File: src/common/rcseq_pkg.sv
// rcseq_pkg: constants and types for the relay channel sequencer
// assumes a 25 MHz system clock
package rcseq_pkg;
  localparam int SLOTS          = 12;
  localparam int SLOT_W         = 4;
  localparam int CH_W           = 5;
  localparam int CHID_W         = 11;
  localparam int SLOT_SCALE     = 100;
  localparam int CH22_COUNT     = 22;
  localparam int CH6_COUNT      = 6;
  localparam int CH4W_COUNT     = 11;
  localparam int SENSE_OFFSET   = 11;
  localparam int CLK_MHZ        = 25;
  localparam int RELAY_US       = 5;
  localparam int RELAY_CYC      = RELAY_US * CLK_MHZ;
  localparam int SETTLE_US      = 10;
  localparam int SETTLE_CYC     = SETTLE_US * CLK_MHZ;
  localparam int CNT_W          = 32;
  localparam logic SLOT_TYPE_22 = 1'b0;
  localparam logic SLOT_TYPE_6  = 1'b1;

  typedef enum logic [1:0] {
    two_wire_method,
    four_wire_method,
    four_terminal_pair_method
  } rcseq_method_type;

  typedef enum logic [2:0] {
    SHLD_OFF,
    SHLD_GND,
    SHLD_T1_LOW,
    SHLD_T23_SRC_LOW,
    SHLD_T3_SENSE,
    SHLD_DUAL
  } rcseq_shield_type;
endpackage : rcseq_pkg

File: src/rcseq_top.sv
// rcseq_top: slot settings, close/open decode, relay sequencing
// assumes host strobes are synchronous one-cycle pulses on CLOCK
//
// Function
// - per slot, accept a shield destination from the module type's fixed set
// - shield setting persists until that slot's method changes
// - writing a shield destination opens every channel relay
// - channel id is slot times 100 plus channel; device decodes both
// - close drives addressed channel relay plus that slot's bus relay
// - open-all request opens every channel relay
// - at most one channel closed; new close replaces old
// - close request itself starts the switching sequence
// - completion query answered with 1 only after switching finishes
// - later commands held off while completion query is pending
// - new close ends an unfinished completion pulse at once
// - open previous channel before closing new one, no overlap
// - same slot keeps bus relay closed, switches only channel relays
// - other slot: open old bus and channel, then close new ones
// - after close, wait settle plus user delay, then done and pulse
// - relay switching time counts inside the channel delay
// - method change restores slot shield to that method's default
// - defaults: two-wire T1 low, four-wire ground, pair T3 sense shield
// - setting a connection method opens all channel relays
// - four-wire 22-channel: source n pairs with sense n plus 11
`timescale 1ns/10ps
`default_nettype none
module rcseq_top
  import rcseq_pkg::*;
(
  input  wire logic                 CLOCK,
  input  wire logic                 RESET,
  input  wire logic [SLOTS-1:0]     SLOT_TYPE,
  input  wire logic                 METHOD_WRITE,
  input  wire logic                 SHIELD_WRITE,
  input  wire logic [SLOT_W-1:0]    SET_SLOT,
  input  wire logic [1:0]           SET_METHOD,
  input  wire logic [2:0]           SET_SHIELD,
  input  wire logic                 CLOSE_REQUEST,
  input  wire logic [CHID_W-1:0]    CLOSE_CHANNEL_ID,
  input  wire logic                 OPEN_ALL_REQUEST,
  input  wire logic                 COMPLETE_QUERY,
  input  wire logic [CNT_W-1:0]     CHANNEL_DELAY,
  input  wire logic [CNT_W-1:0]     PULSE_WIDTH,
  output logic                      COMMAND_READY,
  output logic                      QUERY_REPLY_VALID,
  output logic [7:0]                QUERY_REPLY,
  output logic                      CLOSE_REJECT,
  output logic [SLOTS-1:0]          BUS_RELAY,
  output logic [SLOT_W-1:0]         RELAY_SLOT,
  output logic [CH_W-1:0]           CHANNEL_RELAY,
  output logic [CH_W-1:0]           SENSE_RELAY,
  output logic                      CHANNEL_CLOSED,
  output logic [3*SLOTS-1:0]        SHIELD_SELECT,
  output logic [2*SLOTS-1:0]        METHOD_SELECT,
  output logic                      SWITCH_BUSY,
  output logic                      external_control_port
);

  typedef enum logic [2:0] {
    S_IDLE, S_BREAK, S_MAKE, S_WAIT, S_DONE
  } rcseq_state_type;

  rcseq_method_type method [SLOTS];
  rcseq_method_type next_method [SLOTS];
  rcseq_shield_type shield [SLOTS];
  rcseq_shield_type next_shield [SLOTS];

  rcseq_state_type  state, next_state;
  logic [SLOT_W-1:0] cur_slot, next_cur_slot, tgt_slot, next_tgt_slot;
  logic [CH_W-1:0]   cur_ch, next_cur_ch, tgt_ch, next_tgt_ch;
  logic              closed, next_closed;
  logic [SLOTS-1:0]  bus, next_bus;
  logic [CNT_W-1:0]  wait_cnt, next_wait_cnt, width, next_width;
  logic [CNT_W-1:0]  pulse_cnt, next_pulse_cnt;
  logic              pulse, next_pulse;
  logic              query_pend, next_query_pend;
  logic              reply_v, next_reply_v, reject, next_reject;

  // default shield for a connection method
  function automatic rcseq_shield_type default_shield(
    input rcseq_method_type m);
    if (m == four_wire_method) begin
      default_shield = SHLD_GND;
    end else if (m == four_terminal_pair_method) begin
      default_shield = SHLD_T3_SENSE;
    end else begin
      default_shield = SHLD_T1_LOW;
    end
  endfunction

  // shield allowed on module type
  function automatic logic shield_ok(input logic typ,
                                     input logic [2:0] s);
    if (typ == SLOT_TYPE_22) begin
      shield_ok = (s <= 3'(SHLD_DUAL));
    end else begin
      shield_ok = (s <= 3'(SHLD_T1_LOW)) || (s == 3'(SHLD_T3_SENSE));
    end
  endfunction

  // slot number inside the fitted range
  function automatic logic slot_valid(input logic [CHID_W-1:0] n);
    slot_valid = (n >= CHID_W'(1)) && (n <= CHID_W'(SLOTS));
  endfunction

  // connection method fitted to module type
  function automatic logic method_ok(input logic typ,
                                     input logic [1:0] m);
    if (typ == SLOT_TYPE_22) begin
      method_ok = (m == 2'(two_wire_method)) || (m == 2'(four_wire_method));
    end else begin
      method_ok = (m == 2'(two_wire_method))
                  || (m == 2'(four_terminal_pair_method));
    end
  endfunction

  // decoded request
  logic [SLOT_W-1:0] req_slot;
  logic [CH_W-1:0]   req_ch;
  logic [CHID_W-1:0] slot_full;
  logic [CHID_W-1:0] ch_full;
  logic              slot_in;
  logic              req_ok;
  logic [6:0]        max_ch;
  logic              cfg_write;

  always_comb begin
    slot_full = CLOSE_CHANNEL_ID / CHID_W'(SLOT_SCALE);
    ch_full   = CLOSE_CHANNEL_ID % CHID_W'(SLOT_SCALE);
    req_slot  = SLOT_W'(slot_full);
    req_ch    = CH_W'(ch_full);
    slot_in   = slot_valid(slot_full);
    max_ch    = 7'(CH22_COUNT);
    if (slot_in) begin
      if (SLOT_TYPE[req_slot-1] == SLOT_TYPE_6) begin
        max_ch = 7'(CH6_COUNT);
      end else if (method[req_slot-1] == four_wire_method) begin
        max_ch = 7'(CH4W_COUNT);
      end
    end
    // full-width compares, so large slot or channel numbers cannot alias
    req_ok = slot_in && (ch_full >= CHID_W'(1))
             && (ch_full <= CHID_W'(max_ch));
  end

  assign cfg_write     = METHOD_WRITE || SHIELD_WRITE;
  assign COMMAND_READY = !query_pend;

  always_comb begin
    for (int i = 0; i < SLOTS; i++) begin
      next_method[i] = method[i];
      next_shield[i] = shield[i];
    end
    // settings move only while idle, when the relays are opened too
    if (COMMAND_READY && state == S_IDLE && METHOD_WRITE
        && slot_valid(CHID_W'(SET_SLOT))
        && method_ok(SLOT_TYPE[SET_SLOT-1], SET_METHOD)) begin
      next_method[SET_SLOT-1] = rcseq_method_type'(SET_METHOD);
      next_shield[SET_SLOT-1] =
        default_shield(rcseq_method_type'(SET_METHOD));
    end else if (COMMAND_READY && state == S_IDLE && SHIELD_WRITE
                 && slot_valid(CHID_W'(SET_SLOT))
                 && shield_ok(SLOT_TYPE[SET_SLOT-1], SET_SHIELD)) begin
      next_shield[SET_SLOT-1] = rcseq_shield_type'(SET_SHIELD);
    end
  end

  always_comb begin
    next_state      = state;
    next_cur_slot   = cur_slot;
    next_cur_ch     = cur_ch;
    next_tgt_slot   = tgt_slot;
    next_tgt_ch     = tgt_ch;
    next_closed     = closed;
    next_bus        = bus;
    next_wait_cnt   = wait_cnt;
    next_width      = width;
    next_pulse      = pulse;
    next_pulse_cnt  = pulse_cnt;
    next_query_pend = query_pend;
    next_reply_v    = 1'b0;
    next_reject     = 1'b0;
    if (pulse) begin
      if (pulse_cnt <= 1) begin
        next_pulse = 1'b0;
      end else begin
        next_pulse_cnt = pulse_cnt - 1;
      end
    end
    if (COMMAND_READY && COMPLETE_QUERY) begin
      next_query_pend = 1'b1;
    end
    if (query_pend && state == S_IDLE) begin
      next_query_pend = 1'b0;
      next_reply_v    = 1'b1;
    end
    case (state)
      S_IDLE: begin
        if (COMMAND_READY && (cfg_write || OPEN_ALL_REQUEST)) begin
          next_closed = 1'b0;
          next_bus    = '0;
        end else if (COMMAND_READY && CLOSE_REQUEST) begin
          if (req_ok) begin
            next_tgt_slot = req_slot;
            next_tgt_ch   = req_ch;
            next_pulse    = 1'b0;
            next_wait_cnt = CNT_W'(SETTLE_CYC) + CHANNEL_DELAY;
            next_width    = PULSE_WIDTH;
            next_closed   = 1'b0;
            if (req_slot != cur_slot) begin
              next_bus = '0;
            end
            next_state = S_BREAK;
          end else begin
            next_reject = 1'b1;
          end
        end
      end
      S_BREAK: begin
        next_bus[tgt_slot-1] = 1'b1;
        next_cur_slot = tgt_slot;
        next_cur_ch   = tgt_ch;
        next_closed   = 1'b1;
        next_state    = S_MAKE;
      end
      S_MAKE: begin
        next_state = S_WAIT;
      end
      S_WAIT: begin
        // relay time lies inside the delay, not added
        if (wait_cnt <= CNT_W'(RELAY_CYC)) begin
          next_state = S_DONE;
        end else begin
          next_wait_cnt = wait_cnt - 1;
        end
      end
      S_DONE: begin
        next_pulse     = (width != 0);
        next_pulse_cnt = width;
        next_state     = S_IDLE;
      end
      default: next_state = S_IDLE;
    endcase
  end

  always_ff @(posedge CLOCK or posedge RESET) begin
    if (RESET) begin
      for (int i = 0; i < SLOTS; i++) begin
        method[i] <= two_wire_method;
        shield[i] <= SHLD_T1_LOW;
      end
      state      <= S_IDLE;
      cur_slot   <= '0;
      cur_ch     <= '0;
      tgt_slot   <= '0;
      tgt_ch     <= '0;
      closed     <= 1'b0;
      bus        <= '0;
      wait_cnt   <= '0;
      width      <= '0;
      pulse      <= 1'b0;
      pulse_cnt  <= '0;
      query_pend <= 1'b0;
      reply_v    <= 1'b0;
      reject     <= 1'b0;
    end else begin
      for (int i = 0; i < SLOTS; i++) begin
        method[i] <= next_method[i];
        shield[i] <= next_shield[i];
      end
      state      <= next_state;
      cur_slot   <= next_cur_slot;
      cur_ch     <= next_cur_ch;
      tgt_slot   <= next_tgt_slot;
      tgt_ch     <= next_tgt_ch;
      closed     <= next_closed;
      bus        <= next_bus;
      wait_cnt   <= next_wait_cnt;
      width      <= next_width;
      pulse      <= next_pulse;
      pulse_cnt  <= next_pulse_cnt;
      query_pend <= next_query_pend;
      reply_v    <= next_reply_v;
      reject     <= next_reject;
    end
  end

  always_comb begin
    for (int i = 0; i < SLOTS; i++) begin
      SHIELD_SELECT[3*i +: 3] = shield[i];
      METHOD_SELECT[2*i +: 2] = method[i];
    end
  end

  assign QUERY_REPLY_VALID     = reply_v;
  assign QUERY_REPLY           = 8'h01;
  assign CLOSE_REJECT          = reject;
  assign BUS_RELAY             = bus;
  assign RELAY_SLOT            = cur_slot;
  assign CHANNEL_CLOSED        = closed;
  assign CHANNEL_RELAY         = closed ? cur_ch : '0;
  // four-wire sense partner
  assign SENSE_RELAY           = (closed && cur_slot != 0
                                  && method[cur_slot-1] == four_wire_method)
                                 ? cur_ch + CH_W'(SENSE_OFFSET) : '0;
  assign SWITCH_BUSY           = (state != S_IDLE);
  assign external_control_port = pulse;

endmodule // rcseq_top
`default_nettype wire

File: config.mk
export PLATFORM = sky130hd
export DESIGN_NAME = rcseq_top
export DESIGN_NICKNAME = d
export VERILOG_FILES = /design/src/common/rcseq_pkg.sv /design/src/rcseq_top.sv
export SDC_FILE = /design/constraint.sdc
export NUM_CORES = 1
export LEC_CHECK = 0
export BUFFER_PORTS_ARGS = -buffer_cell sky130_fd_sc_hd__buf_2
export CAP_MARGIN = 20
export CORE_MARGIN = 2
export CORE_UTILIZATION = 45
export CTS_CLUSTER_DIAMETER = 200
export DETAILED_ROUTE_END_ITERATION = 7
export PLACE_DENSITY = 0.77
export SETUP_SLACK_MARGIN = 0.3
export SYNTH_ARGS = -nofsm -noshare
export SYNTH_HDL_FRONTEND = slang
export SYNTH_SLANG_ARGS = --single-unit
export TNS_END_PERCENT = 50
File: constraint.sdc
create_clock -name CLOCK -period 6.85 [get_ports CLOCK]
set_input_delay 1.37 -clock CLOCK [delete_from_list [all_inputs] [get_ports CLOCK]]
set_output_delay 1.37 -clock CLOCK [all_outputs]
set_load 0.1 [all_outputs]
Yosys cells after proc, flatten, opt, wreduce, memory -nomap -nowiden
Index checks and enable logic that the tools add are counted.
Widths: inputs -> output; s select.
{"block": "totals", "ff_bits": 194, "mem_bits_rw": 0, "input_bits": 103, "romBits": 0, "out_inout_bits": 100, "wordCells": 198, "memories": 0, "latchBits": 0}
{"block": "op_classes", "n_reduce_logical": 41, "shift": 0, "add_sub_neg": 8, "multipliers": 0, "n_div": 2, "mux": 67, "bitwise": 5, "n_eq_ne": 19, "order_cmp": 18}
{"operator": "$mux 32", "count": 7}
{"operator": "$ge 33x5->1 const B", "count": 3}
{"operator": "$not 32->33", "count": 3}
{"operator": "$lt 32x5->1 const B", "count": 3}
{"operator": "$bwmux 36", "count": 2}
{"operator": "$mux 36", "count": 2}
{"operator": "$pmux 32 s2", "count": 1}
{"operator": "$sub 32x1->32 const B", "count": 2}
{"operator": "$mux 12", "count": 4}
{"operator": "$lt 33x1->1 const B", "count": 1}
{"operator": "$add 8x32->32 const A", "count": 1}
{"operator": "$ge 32x1->1 const B", "count": 1}
{"operator": "$le 32x1->1 const B", "count": 1}
{"operator": "$le 32x7->1 const B", "count": 1}
{"operator": "$reduce_bool 32->1", "count": 1}
{"operator": "$bwmux 24", "count": 1}
{"operator": "$mux 3", "count": 8}
{"operator": "$pmux 12 s2", "count": 1}
{"operator": "$ge 11x1->1 const B", "count": 2}
{"operator": "$mux 1", "count": 21}
{"operator": "$mux 5", "count": 4}
{"operator": "$sub 4x1->5 const B", "count": 4}
{"operator": "$logic_and 1x1->1", "count": 19}
{"operator": "$bmux 2 s4", "count": 2}
{"operator": "other kinds (40)", "count": 65}

Logic depth before layout (Yosys ltp)
Gate-level depths: netlist of run 1.
{"block": "depth", "word_depth": 16, "ltp_mapped": 30, "mapped_depth_nobuf": 24}

Worst setup path before layout of run 1
OpenSTA, ideal clock, no wires.
{"block": "synth_timing", "path_type": "input to register", "start": "input port CLOSE_CHANNEL_ID[7]", "end": "register bus[8], in the netlist BUS_RELAY[8]", "setup_time_ps": 80, "arrival_time_ps": 7173, "path_slack_ps": -402, "path_buffers": 4, "t_required_ps": 6770, "path_stages": 26, "path_cell_list": "buf_4 -> or3_4 -> a22oi_2 -> o21ai_1 -> a31oi_1 -> o211ai_1 -> mux2_2 -> or3_1 -> nand2_1 -> o31ai_1 -> buf_2 -> ha_1 -> clkbuf_1 -> mux4_2 -> mux2_2 -> o22ai_1 -> and2_1 -> ha_1 -> and4_1 -> a221oi_1 -> a21oi_1 -> a2111oi_4 -> a31oi_1 -> buf_2 -> or3_1 -> a21oi_1"}
{"block": "synth_via", "elab_chain_cells": 14, "elab_cells_between_ends": 24, "classes_between": "1 x add/sub; 2 x div; 4 x order compare; 4 x eq/ne; 8 x mux; 1 x bitwise; 4 x reduce/logical"}
{"item": "from (decl)", "line_no": "rcseq_top.sv:39", "rtl": "input wire logic [CHID_W-1:0] CLOSE_CHANNEL_ID,"}
{"item": "$div 11x7->11 *", "line_no": "rcseq_top.sv:128", "rtl": "slot_full = CLOSE_CHANNEL_ID / CHID_W'(SLOT_SCALE);"}
{"item": "via slot_full[0]", "line_no": "rcseq_top.sv:120", "rtl": "logic [CHID_W-1:0] slot_full;"}
{"item": "$sub 4x1->5", "line_no": "rcseq_top.sv:135, rcseq_top.sv:137"}
{"item": "$not 32->33 (implied by the code)", "line_no": "rcseq_top.sv:137", "rtl": "end else if (method[req_slot-1] == four_wire_method) begin"}
{"item": "$bmux 2 s4", "line_no": "rcseq_top.sv:137"}
{"item": "$mux 2 (implied by the code) (2 in series)", "line_no": "rcseq_top.sv:137"}
{"item": "$eq 2x1->1", "line_no": "rcseq_top.sv:137"}
{"item": "$mux 5", "line_no": "rcseq_top.sv:137"}
{"item": "$mux 5", "line_no": "rcseq_top.sv:135", "rtl": "if (SLOT_TYPE[req_slot-1] == SLOT_TYPE_6) begin"}
{"item": "$mux 7", "line_no": "rcseq_top.sv:134", "rtl": "if (slot_in) begin"}
{"item": "$le 11x7->1", "line_no": "rcseq_top.sv:143", "rtl": "&& (ch_full <= CHID_W'(max_ch));"}
{"item": "$logic_and 1x1->1", "line_no": "rcseq_top.sv:143"}
{"item": "$ne 3x2->1 (no line)"}
{"item": "$reduce_and 4->1 (no line) *"}
{"item": "to (signal assigned)", "line_no": "rcseq_top.sv:277", "rtl": "bus <= next_bus;"}
{"item": "to (decl)", "line_no": "rcseq_top.sv:72", "rtl": "logic [SLOTS-1:0] bus, next_bus;"}
The timed path passes the listed nets; every way through them passes the cells marked *. The select of a mux whose other input is x is not followed.
A chain may end at the register's enable or synchronous reset.

Worst setup path in the final report of run 1
{"block": "layout_timing", "start": "input port CLOSE_CHANNEL_ID[9]", "end": "register wait_cnt[5]"}
{"block": "layout_via", "elab_chain_cells": 14, "elab_cells_between_ends": 22, "classes_between": "1 x add/sub; 2 x div; 4 x order compare; 2 x eq/ne; 8 x mux; 1 x bitwise; 4 x reduce/logical"}
{"item": "$div 11x7->11", "line_no": "rcseq_top.sv:128"}
{"item": "$sub 4x1->5", "line_no": "rcseq_top.sv:135, rcseq_top.sv:137"}
{"item": "$not 32->33 (implied by the code)", "line_no": "rcseq_top.sv:137"}
{"item": "$bmux 2 s4", "line_no": "rcseq_top.sv:137"}
{"item": "$mux 2 (implied by the code) (2 in series)", "line_no": "rcseq_top.sv:137"}
{"item": "$eq 2x1->1", "line_no": "rcseq_top.sv:137"}
{"item": "$mux 5", "line_no": "rcseq_top.sv:137"}
{"item": "$mux 5", "line_no": "rcseq_top.sv:135"}
{"item": "$mux 7", "line_no": "rcseq_top.sv:134"}
{"item": "$le 11x7->1", "line_no": "rcseq_top.sv:143"}
{"item": "$logic_and 1x1->1 *", "line_no": "rcseq_top.sv:143"}
{"item": "$ne 2x2->1 (no line) *"}
{"item": "$reduce_and 5->1 (no line) *"}
{"item": "to (signal assigned)", "line_no": "rcseq_top.sv:278", "rtl": "wait_cnt <= next_wait_cnt;"}
{"item": "to (decl)", "line_no": "rcseq_top.sv:73", "rtl": "logic [CNT_W-1:0] wait_cnt, next_wait_cnt, width, next_width;"}
Mark *: on every way between the ends. The rest lies on a longest branch, timed or not. The select of a mux whose other input is x is not followed.

==> results of run 1 <==
==> final timing paths <==
path / slack, ns / startpoint / cells after the start / end
min in group asynchronous: 1.20 / RESET / 3 / wait_cnt[17]$_DFFE_PP0P_
min reg2reg: 0.50 / tgt_ch[0]$_DFFE_PP0P_ / 2 / cur_ch[0]$_DFFE_PP0P_
max: 0.29 / CLOSE_CHANNEL_ID[9] / 27 / wait_cnt[5]$_DFFE_PP0P_
max reg2reg: 3.24 / METHOD_SELECT[18]$_DFFE_PP0P_ / 17 / wait_cnt[5]$_DFFE_PP0P_
max in group asynchronous: 4.81 / RESET / 3 / width[24]$_DFFE_PP0P_
min: 0.50 / tgt_ch[0]$_DFFE_PP0P_ / 2 / cur_ch[0]$_DFFE_PP0P_
==> per-layer routing <==
layer,up-vias,track usage (%),wire length (um),share of wire (%)
met5,-,0,13,0.037
met4,2,4.743,493,1.4
met3,45,5.495,2595,7.4
met2,437,39.32,16600,48
met1,5255,32.28,15150,43
li1,5050,-,-,-
==> power by group through the flow <==
stage,clock network [uW],logic (uW),registers [uW]
floorplan,0,348,1170
global placement,0,518,1170
detailed placement,0,530,1170
CTS,1060,546,1140
global route,1110,677,1140
finish,1040,629,1140
==> flip-flops by register name, summed over array words and instances, names as in the netlist <==
register / count
SHIELD_SELECT: 36
pulse_cnt: 32
wait_cnt: 32
width: 32
METHOD_SELECT: 24
BUS_RELAY: 12
cur_ch: 5
tgt_ch: 5
RELAY_SLOT: 4
tgt_slot: 4
state: 3
CHANNEL_CLOSED: 1
CLOSE_REJECT: 1
QUERY_REPLY_VALID: 1
external_control_port: 1
query_pend: 1
==> cell usage in the layout, fill, tap and decap left out, drive strengths merged, types with 4 or more instances in the layout <==
cell type	count
nor2b	12
a22oi	10
dfstp	12
nor4	25
o22a	7
or3	19
nand2	131
xnor2	52
clkbuf	27
nand3b	9
o211ai	7
nand2b	19
nor3	43
nor2	98
nand3	27
ha	22
mux2	91
a211oi	8
xor2	23
clkinv	9
diode	4
and3	14
mux2i	12
a31oi	9
or2	6
o21ai	129
and2	12
a21o	6
buf	300
dfrtp	182
mux4	6
nand4	6
nor3b	6
conb	8
o31ai	7
or4	7
a21oi	78
o211a	5
inv	47
==> worst max-delay path, delay by kind of cell <==
family / cells / cell delay, ns
muxes: 3 / 1.12
and+or+nand+nor: 4 / 0.81
adders and majority gates: 2 / 0.48
AOI/OAI and AO/OA: 12 / 2.17
buffers and inverters: 6 / 0.93
==> synthesized netlist by cell type, drive strengths merged, types with 3 or more instances <==
| cell | count |
|---|---|
| o31ai | 7 |
| xor2 | 23 |
| a21oi | 78 |
| o311ai | 3 |
| nand2 | 131 |
| dfrtp | 182 |
| or4 | 7 |
| mux2 | 91 |
| nor2 | 98 |
| o21ai | 129 |
| a211oi | 8 |
| mux4 | 6 |
| nand2b | 19 |
| nor4 | 25 |
| o211ai | 7 |
| inv | 43 |
| or3 | 19 |
| nor2b | 12 |
| buf | 29 |
| a32oi | 3 |
| or2 | 6 |
| a31oi | 9 |
| ha | 22 |
| a22oi | 10 |
| and2 | 12 |
| and4 | 3 |
| xnor2 | 52 |
| nand3b | 9 |
| and3 | 14 |
| o211a | 5 |
| clkbuf | 38 |
| nor3 | 43 |
| o22a | 7 |
| o22ai | 3 |
| nor3b | 6 |
| nand4 | 6 |
| mux2i | 12 |
| nand3 | 27 |
| dfstp | 12 |
| a21o | 6 |
==> cell type report <==
cell class	count	area share (%)
sequential	194	32.11
clock inverter	15	1.271
tap	330	2.723
antenna	4	0.06601
timing repair buffer	310	14.61
clock buffer	17	2.805
inverter	44	1.139
multi-input combinational	965	45.27
==> through the flow <==
stage / total power [uW] / utilization [%] / hold slack, ns / cell area (um2) / TNS (ns)
after CTS: 2755 / 56.42 / 0.4927 / 14290 / 0
after detailed placement: 1697 / 53.60 / 0.4767 / 13580 / -15.33
after global routing: 2929 / 59.86 / 0.5229 / 15160 / 0
after floorplan: 1515 / - / 0.4444 / 11830 / 0
after global placement: 1685 / 53.60 / 0.4673 / 13580 / -4.268
final: 2818 / 59.88 / 0.4953 / 15160 / 0
==> what timing repair did <==
action	CTS	global route
cloned	0	13
endpoints found under the setup margin	67	87
resized for setup	14	122
setup buffers	3	17
pin swaps	1	33
==> cell families (layout without fill, tap and decap cells) <==
family          count (synthesis)  after routing  synth area share (%)
compound gates                304            304                 16.27
mux                           109            109                 10.99
buf+inv                       111            386                 4.007
flops                         194            194                 41.70
fa+ha+maj                      22             22                 2.357
xor+xnor                       75             75                 5.689
other cells                     2             12               0.06431
simple gates                  447            447                 18.92
==> results.py, run 1 <==
metrics = {
    "timing": {
        "clock_skew_ns": 0.02306,
        "max_slew_margin_pct": 23.10,
        "finalSetupViolCount": 0,
        "min_period_ns": 6.560,
        "min_period_over_period_pct": 95.77,
        "setup_ws_ns": 0.2900,
        "rsz0062_at_grt": "yes",
        "worstMarginPinSlew_ns": 1.147,
        "fmax_ghz": 0.1524,
        "maxSlewViolCount": 0,
        "hold_violations": 0,
    },
    "global_route": {
        "grt-ovfl-total": 0,
        "track_usage_pct": 23.83,
        "grt_pass1_wl_um": 51590,
        "grt_pass1_vias": 9983,
        "grt_max_degree": 195,
        "antenna_found_initial": 4,
    },
    "floorplanning": {
        "io_pins": 203,
        "core-area_um2": 25330,
        "die_area_um2": 27260,
        "initial_utilization_pct": 46.11,
        "placementRows": 58,
        "die_x_um": 165.1,
        "die_h_um": 165.1,
    },
    "clock_network": {
        "cts_root_buf": "clkbuf_16",
        "clkSlewWorstSetupHoldPaths_ns": 0.08,
        "cts_buffer_depth": 2,
        "cts_tree": "built",
        "clk_latency_ns": 0.44,
        "clock_sinks": 194,
        "cts_hold_buf": 0,
        "htree_levels": 4,
        "cts_buffers": 17,
    },
    "synthesis": {
        "synth_area_um2": 11680,
        "yosysUniqueCellTypes": 89,
        "synthCells": 1264,
        "ys_seq_elements": 194,
        "yosysTopAreaCell": "dfrtp_1",
        "synth_top_area_share_pct": 39.00,
        "synth_warnings": 0,
        "avgSynthCellArea_um2": 9.239,
        "async_reset_ff_share_pct": 100.0,
        "ys.flop_type": "dfrtp_1",
        "synth.area.top_cells": "dfrtp_1 39%, mux2_2 8.7%, o21ai_0 5.1%",
        "seq_area_frac_synth_pct": 41.70,
        "synth_edf_count": 0,
    },
    "power_and_ir_drop": {
        "p_int_uw": 1968,
        "p_sw_share_pct": 30.15,
        "combPwrFrac_pct": 22.3,
        "power_density_nw_per_um2": 185.8,
        "pwr-share-clk_pct": 37.1,
        "seqPwrFrac_pct": 40.6,
        "peakVddDrop_mv": 0.1501,
        "p_sw_uw": 849.7,
        "leakage_uw": 0.007049,
    },
    "route": {
        "ant_nets": 0,
        "drt-pass1-iter-count": 7,
        "routedWlPerCell_um": 18.55,
        "drt-initial-drc-count": 1008,
        "vias_per_cell": 5.742,
        "vias": 10789,
        "drt-total-wl_um": 34860,
        "route.detailed.drc": 0,
    },
    "place": {
        "portBuffers": 194,
        "place_congestion": 0.9180,
        "placed_cells": 1810,
        "dp_slack_ns": -0.2657,
        "hpwl_um": 23930,
    },
    "cells_and_area": {
        "drive_above_1_share_pct": 34.95,
        "layoutNonFillerInstCount": 1879,
        "nFillCells": 2087,
        "multi_input_area_um2": 6865,
        "nets": 1657,
        "final-seq-area_um2": 4870,
        "syn2layout_area_growth_pct": 29.85,
    },
    "setup_path": {
        "cp_max_fo": 11,
        "required_ns": 7.16,
        "worstSetupPathType": "input port to flop",
        "crit_path_top_delay_cell": "mux4_2",
        "worstPathArrival_ns": 6.87,
        "critPathCaptureType": "flop",
        "worst_path_largest_cell_delay_ns": 0.51,
        "startpoint_type": "input port",
    },
    "status": {
        "outcome": "completed",
    },
    "job": {
        "drv_cap": 0,
    },
    "hold_path": {
        "hold_path.class": "flop to flop",
    },
}
No activity file was read; power rests on OpenSTA's default activity.
==> run 2, diff against run 1 <==
--- a/config.mk
+++ b/config.mk
@@ -7,11 +7,13 @@
 export LEC_CHECK = 0
 export BUFFER_PORTS_ARGS = -buffer_cell sky130_fd_sc_hd__buf_2
 export CAP_MARGIN = 20
+export CELL_PAD_IN_SITES_DETAIL_PLACEMENT = 1
+export CELL_PAD_IN_SITES_GLOBAL_PLACEMENT = 2
 export CORE_MARGIN = 2
-export CORE_UTILIZATION = 45
+export CORE_UTILIZATION = 32
 export CTS_CLUSTER_DIAMETER = 200
 export DETAILED_ROUTE_END_ITERATION = 7
-export PLACE_DENSITY = 0.77
+export PLACE_DENSITY = 0.8
 export SETUP_SLACK_MARGIN = 0.3
 export SYNTH_ARGS = -nofsm -noshare
 export SYNTH_HDL_FRONTEND = slang
==> results.py, run 2 (synthesized netlist as in run 1, its figures left out) <==
metrics = {
    "route": {
        "route.detailed.drc": 0,
        "vias": 10519,
        "drt-total-wl_um": 38630,
        "drt-initial-drc-count": 396,
        "drt-pass1-iter-count": 4,
        "routedWlPerCell_um": 19.07,
        "ant_nets": 0,
        "vias_per_cell": 5.192,
    },
    "setup_path": {
        "required_ns": 7.23,
        "r2r-end": "wait_cnt[28]$_DFFE_PP0P_",
        "worstSetupPathType": "input port to flop",
        "worstPathArrival_ns": 7.11,
        "critPathCaptureType": "flop",
        "startpoint_type": "input port",
        "reg2reg_depth": 18,
        "crit_path_top_delay_cell": "or4b_4",
        "regToRegSetupSlack_ns": 3.17,
        "cp_max_fo": 11,
        "crit_top_cell": "buf_4",
        "crit_start": "CLOSE_CHANNEL_ID[10]",
        "regToRegStartpoint": "METHOD_SELECT[19]$_DFFE_PP0P_",
        "worst_path_largest_cell_delay_ns": 0.55,
        "critPathCapture": "BUS_RELAY[3]$_DFFE_PP0P_",
    },
    "power_and_ir_drop": {
        "power_density_nw_per_um2": 187.7,
        "combPwrFrac_pct": 23.8,
        "seqPwrFrac_pct": 39.5,
        "total_power_uw": 2901,
        "p_sw_share_pct": 28.50,
        "peakVddDrop_mv": 0.1792,
        "p_int_uw": 2074,
        "pwr-share-clk_pct": 36.7,
        "p_sw_uw": 826.6,
        "leakage_uw": 0.007109,
    },
    "clock_network": {
        "htree_levels": 4,
        "cts_buffer_depth": 2,
        "clk_latency_ns": 0.45,
        "cts_buffers": 17,
        "clock_sinks": 194,
        "cts_hold_buf": 0,
        "cts_tree": "built",
        "cts_root_buf": "clkbuf_16",
        "clkSlewWorstSetupHoldPaths_ns": 0.07,
    },
    "timing": {
        "maxSlewViolCount": 0,
        "fmax_ghz": 0.1487,
        "hold_violations": 0,
        "worstMarginPinSlew_ns": 1.048,
        "rsz0062_at_grt": "yes",
        "min_period_ns": 6.727,
        "max_slew_margin_pct": 29.72,
        "finalSetupViolCount": 0,
        "clock_skew_ns": 0.01326,
        "min_period_over_period_pct": 98.20,
    },
    "floorplanning": {
        "die_area_um2": 38040,
        "die_x_um": 195.0,
        "io_pins": 203,
        "die_h_um": 195.0,
        "placementRows": 69,
        "core-area_um2": 35740,
        "initial_utilization_pct": 32.68,
    },
    "cells_and_area": {
        "nets": 1676,
        "final_common_cell": "buf_2",
        "nFillCells": 4158,
        "syn2layout_area_growth_pct": 32.31,
        "final_cell_mix": "189 x buf_2, 182 x dfrtp_1, 127 x nand2_1, 106 x buf_4, 96 x nor2_1",
        "final-seq-area_um2": 4870,
        "drive_above_1_share_pct": 36.38,
        "final_util_pct": 43.23,
        "largest_register_ffs": 36,
        "multi_input_area_um2": 6924,
    },
    "global_route": {
        "grt_pass1_vias": 11169,
        "grt_max_degree": 70,
        "grt-ovfl-total": 0,
        "antenna_found_initial": 2,
        "grt_pass1_wl_um": 60780,
        "track_usage_pct": 19.99,
    },
    "status": {
        "outcome": "completed",
    },
    "place": {
        "hpwl_um": 27810,
        "place_congestion": 0.7929,
        "portBuffers": 194,
    },
    "hold_path": {
        "hold_path.class": "flop to flop",
    },
    "job": {
        "drv_cap": 0,
    },
}
## run 2: cell count changes in the layout (fill, tap and decap cells not counted), sizes merged
cell,previous run,this run
bufinv,1,3
inv,47,43
buf,300,323
clkinvlp,2,5
clkbuf,27,26
clkinv,9,5
diode,4,1
## run 2: how the worst min path moves through the flow
stage	start	to	slack (ns)	depth (start not counted)
after detailed placement	tgt_ch[0]$_DFFE_PP0P_	tgt_ch[0]$_DFFE_PP0P_	0.48	2
after global routing	SHIELD_SELECT[27]$_DFFE_PP0P_	SHIELD_SELECT[27]$_DFFE_PP0P_	0.53	1
after global placement	tgt_ch[0]$_DFFE_PP0P_	tgt_ch[0]$_DFFE_PP0P_	0.48	2
after CTS	tgt_ch[0]$_DFFE_PP0P_	tgt_ch[0]$_DFFE_PP0P_	0.50	2
after floorplan	tgt_ch[1]$_DFFE_PP0P_	cur_ch[1]$_DFFE_PP0P_	0.44	2
final	METHOD_SELECT[2]$_DFFE_PP0P_	METHOD_SELECT[2]$_DFFE_PP0P_	0.50	2
## run 2: final cells by class
type                       instances  share of cell area, %
multi-input combinational        965                  44.81
sequential                       194                  31.51
timing repair buffer             329                  14.87
tap                              461                  3.733
clock buffer                      20                  2.955
inverter                          44                  1.093
clock inverter                    12                  1.012
antenna                            1                0.01619
## run 2: worst max-delay path, delay by kind of cell
| kind | cells | cell delay, ns |
|---|---|---|
| buf+inv | 7 | 1.03 |
| mux | 3 | 0.97 |
| simple gates | 3 | 1.02 |
| compound gates | 12 | 2.08 |
| fa+ha+maj | 2 | 0.61 |
## run 2: power groups by stage
stage	Combinational [uW]	Sequential, uW	Clock, uW
floorplan	348	1170	0
global placement	554	1170	0
detailed placement	575	1170	0
CTS	628	1140	1100
global route	748	1140	1140
finish	692	1140	1060
## run 2: routing by layer
layer | global-route usage, % | wire length, um
met5 | 0 | 27
met4 | 4.326 | 503
met3 | 5.112 | 1958
met2 | 33.06 | 18290
met1 | 26.39 | 17850
## run 2: repair_timing
item / in CTS / in global routing
setup endpoints to repair: 87 / 89
pin swaps: 31 / 41
buffers inserted: 11 / 7
cloned: 3 / 8
resized for setup: 62 / 89
## run 2: stage by stage
stage	setup slack [ns]	TNS [ns]	hold WS, ns	cells	cell area [um2]
after floorplan	0.02073	0	0.4444	1270	11830
after global placement	-0.2604	-16.87	0.4794	1964	13890
after detailed placement	-0.4423	-29.75	0.4782	1964	13890
after CTS	0.1038	0	0.4964	2010	14920
after global routing	-0.1646	-7.681	0.5312	2025	15450
final	0.1235	0	0.4961	2026	15450
==> run 3, diff against run 2 <==
--- a/config.mk
+++ b/config.mk
@@ -13,8 +13,8 @@
 export CORE_UTILIZATION = 32
 export CTS_CLUSTER_DIAMETER = 200
 export DETAILED_ROUTE_END_ITERATION = 7
-export PLACE_DENSITY = 0.8
-export SETUP_SLACK_MARGIN = 0.3
+export PLACE_DENSITY_LB_ADDON = 0.2
+export SETUP_SLACK_MARGIN = 0.02
 export SYNTH_ARGS = -nofsm -noshare
 export SYNTH_HDL_FRONTEND = slang
 export SYNTH_SLANG_ARGS = --single-unit
==> results.py, run 3 (synthesized netlist as in run 1, its figures left out) <==
metrics = {
    "route": {
        "vias": 10491,
        "drt-initial-drc-count": 355,
        "ant_nets": 0,
        "routedWlPerCell_um": 18.81,
        "route.detailed.drc": 0,
        "drt-pass1-iter-count": 4,
        "vias_per_cell": 5.186,
        "drt-total-wl_um": 38040,
    },
    "job": {
        "drv_cap": 0,
    },
    "timing": {
        "max_slew_margin_pct": 35.66,
        "finalSetupViolCount": 0,
        "worstMarginPinSlew_ns": 0.9651,
        "fmax_ghz": 0.1475,
        "hold_violations": 0,
        "rsz0062_at_grt": "yes",
        "min_period_over_period_pct": 98.94,
        "clock_skew_ns": 0.01634,
        "min_period_ns": 6.778,
        "maxSlewViolCount": 0,
        "hold_ws_ns": 0.4832,
        "setup_ws_ns": 0.07246,
    },
    "global_route": {
        "grt_max_degree": 122,
        "busiest_layer": "met2",
        "track_usage_pct": 19.75,
        "grtUsageMet2_pct": 32.24,
        "grt_pass1_wl_um": 60070,
        "grt_pass1_vias": 10805,
        "antenna_found_initial": 3,
        "globalRouteMet3Util_pct": 4.421,
        "grt-ovfl-total": 0,
        "gr-usage-met1_pct": 26.64,
    },
    "cells_and_area": {
        "final_common_cell": "buf_2",
        "nFillCells": 4205,
        "multi_input_area_um2": 6783,
        "final_util_pct": 42.35,
        "largest_register_ffs": 36,
        "drive_above_1_share_pct": 34.21,
        "nets": 1673,
        "final-seq-area_um2": 4870,
        "final_cell_mix": "188 x buf_2, 182 x dfrtp_1, 127 x nand2_1, 118 x o21ai_0, 117 x buf_4",
        "syn2layout_area_growth_pct": 29.62,
    },
    "clock_network": {
        "cts_buffer_depth": 2,
        "clock_sinks": 194,
        "cts_root_buf": "clkbuf_16",
        "clk_latency_ns": 0.45,
        "clkSlewWorstSetupHoldPaths_ns": 0.08,
        "htree_levels": 4,
        "cts_tree": "built",
        "cts_hold_buf": 0,
        "cts_buffers": 17,
    },
    "place": {
        "portBuffers": 194,
        "dp_slack_ns": -0.4240,
        "place_congestion": 0.8320,
        "hpwl_um": 28040,
    },
    "hold_path": {
        "hold_path.class": "flop to flop",
    },
    "setup_path": {
        "required_ns": 7.19,
        "critPathCaptureType": "flop",
        "worst_path_largest_cell_delay_ns": 0.50,
        "worstPathArrival_ns": 7.11,
        "crit_path_top_delay_cell": "mux4_2",
        "crit_family": "compound AO/OA/AOI/OAI gates",
        "worstSetupPathType": "input port to flop",
        "cp_num_buf_inv": 5,
        "startpoint_type": "input port",
        "cp_max_fo": 42,
    },
    "power_and_ir_drop": {
        "power_density_nw_per_um2": 187.7,
        "peakVddDrop_mv": 0.1745,
        "leakage_uw": 0.006995,
    },
    "floorplanning": {
        "core-area_um2": 35740,
        "placementRows": 69,
        "die_h_um": 195.0,
        "die_area_um2": 38040,
        "initial_utilization_pct": 32.68,
        "die_x_um": 195.0,
        "io_pins": 203,
    },
    "status": {
        "outcome": "completed",
    },
}
-- run 3: cell count changes in the layout (fill, tap and decap cells not counted), sizes merged --
cell,delta
bufinv,-3
clkbuf,-5
clkinvlp,-2
inv,+7
-- run 3: cell type report --
| class | count | area share, % |
|---|---|---|
| inverter | 44 | 1.157 |
| multi-input combinational | 965 | 44.81 |
| tap | 461 | 3.810 |
| clock buffer | 18 | 2.901 |
| timing repair buffer | 326 | 14.22 |
| antenna | 1 | 0.01653 |
| clock inverter | 14 | 0.9174 |
| sequential | 194 | 32.17 |
-- run 3: metrics by stage --
step	total power [uW]	cell area (um2)	instances	setup TNS (ns)
3_3_place_gp	1724	13870	1960	-25.04
5_1_grt	2984	15140	2022	-3.819
6_report	2842	15140	2023	0
2_1_floorplan	1515	11810	1270	-0.02114
4_1_cts	2751	14450	1992	0
3_5_place_dp	1732	13870	1960	-27.83
-- run 3: where the power goes --
group | internal, uW | switching [uW]
Combinational | 337 | 360
Clock | 493 | 508
Sequential | 1140 | 0.0000000000000152
Total | 1970 | 867
-- run 3: timing repair --
action,CTS,global route
setup endpoints to repair,0,89
resized for setup,0,87
setup buffers,0,27
-- run 3: tightest hold or removal path, delay by kind of cell, from the launching register on --
kind / cells / cell delay (ns)
flops: 1 / 0.34
compound gates: 1 / 0.06
simple gates: 1 / 0.05
-- run 3: final timing paths --
kind	from	end	slack, ns	depth (start not counted)
setup / recovery	CLOSE_CHANNEL_ID[9]	width[27]$_DFFE_PP0P_	0.07	26
hold / removal	tgt_ch[1]$_DFFE_PP0P_	cur_ch[1]$_DFFE_PP0P_	0.48	2
setup reg to reg	METHOD_SELECT[19]$_DFFE_PP0P_	width[27]$_DFFE_PP0P_	3.21	16
hold reg to reg	tgt_ch[1]$_DFFE_PP0P_	cur_ch[1]$_DFFE_PP0P_	0.48	2
max in group asynchronous	RESET	cur_ch[1]$_DFFE_PP0P_	4.18	3
min in group asynchronous	RESET	SHIELD_SELECT[20]$_DFFE_PP0P_	1.08	2
-- run 3: per-layer routing --
layer	wire length (um)	vias up
li1	-	5054
met1	17840	5226
met5	13	-
met3	1721	27
met4	507	2
met2	17960	182
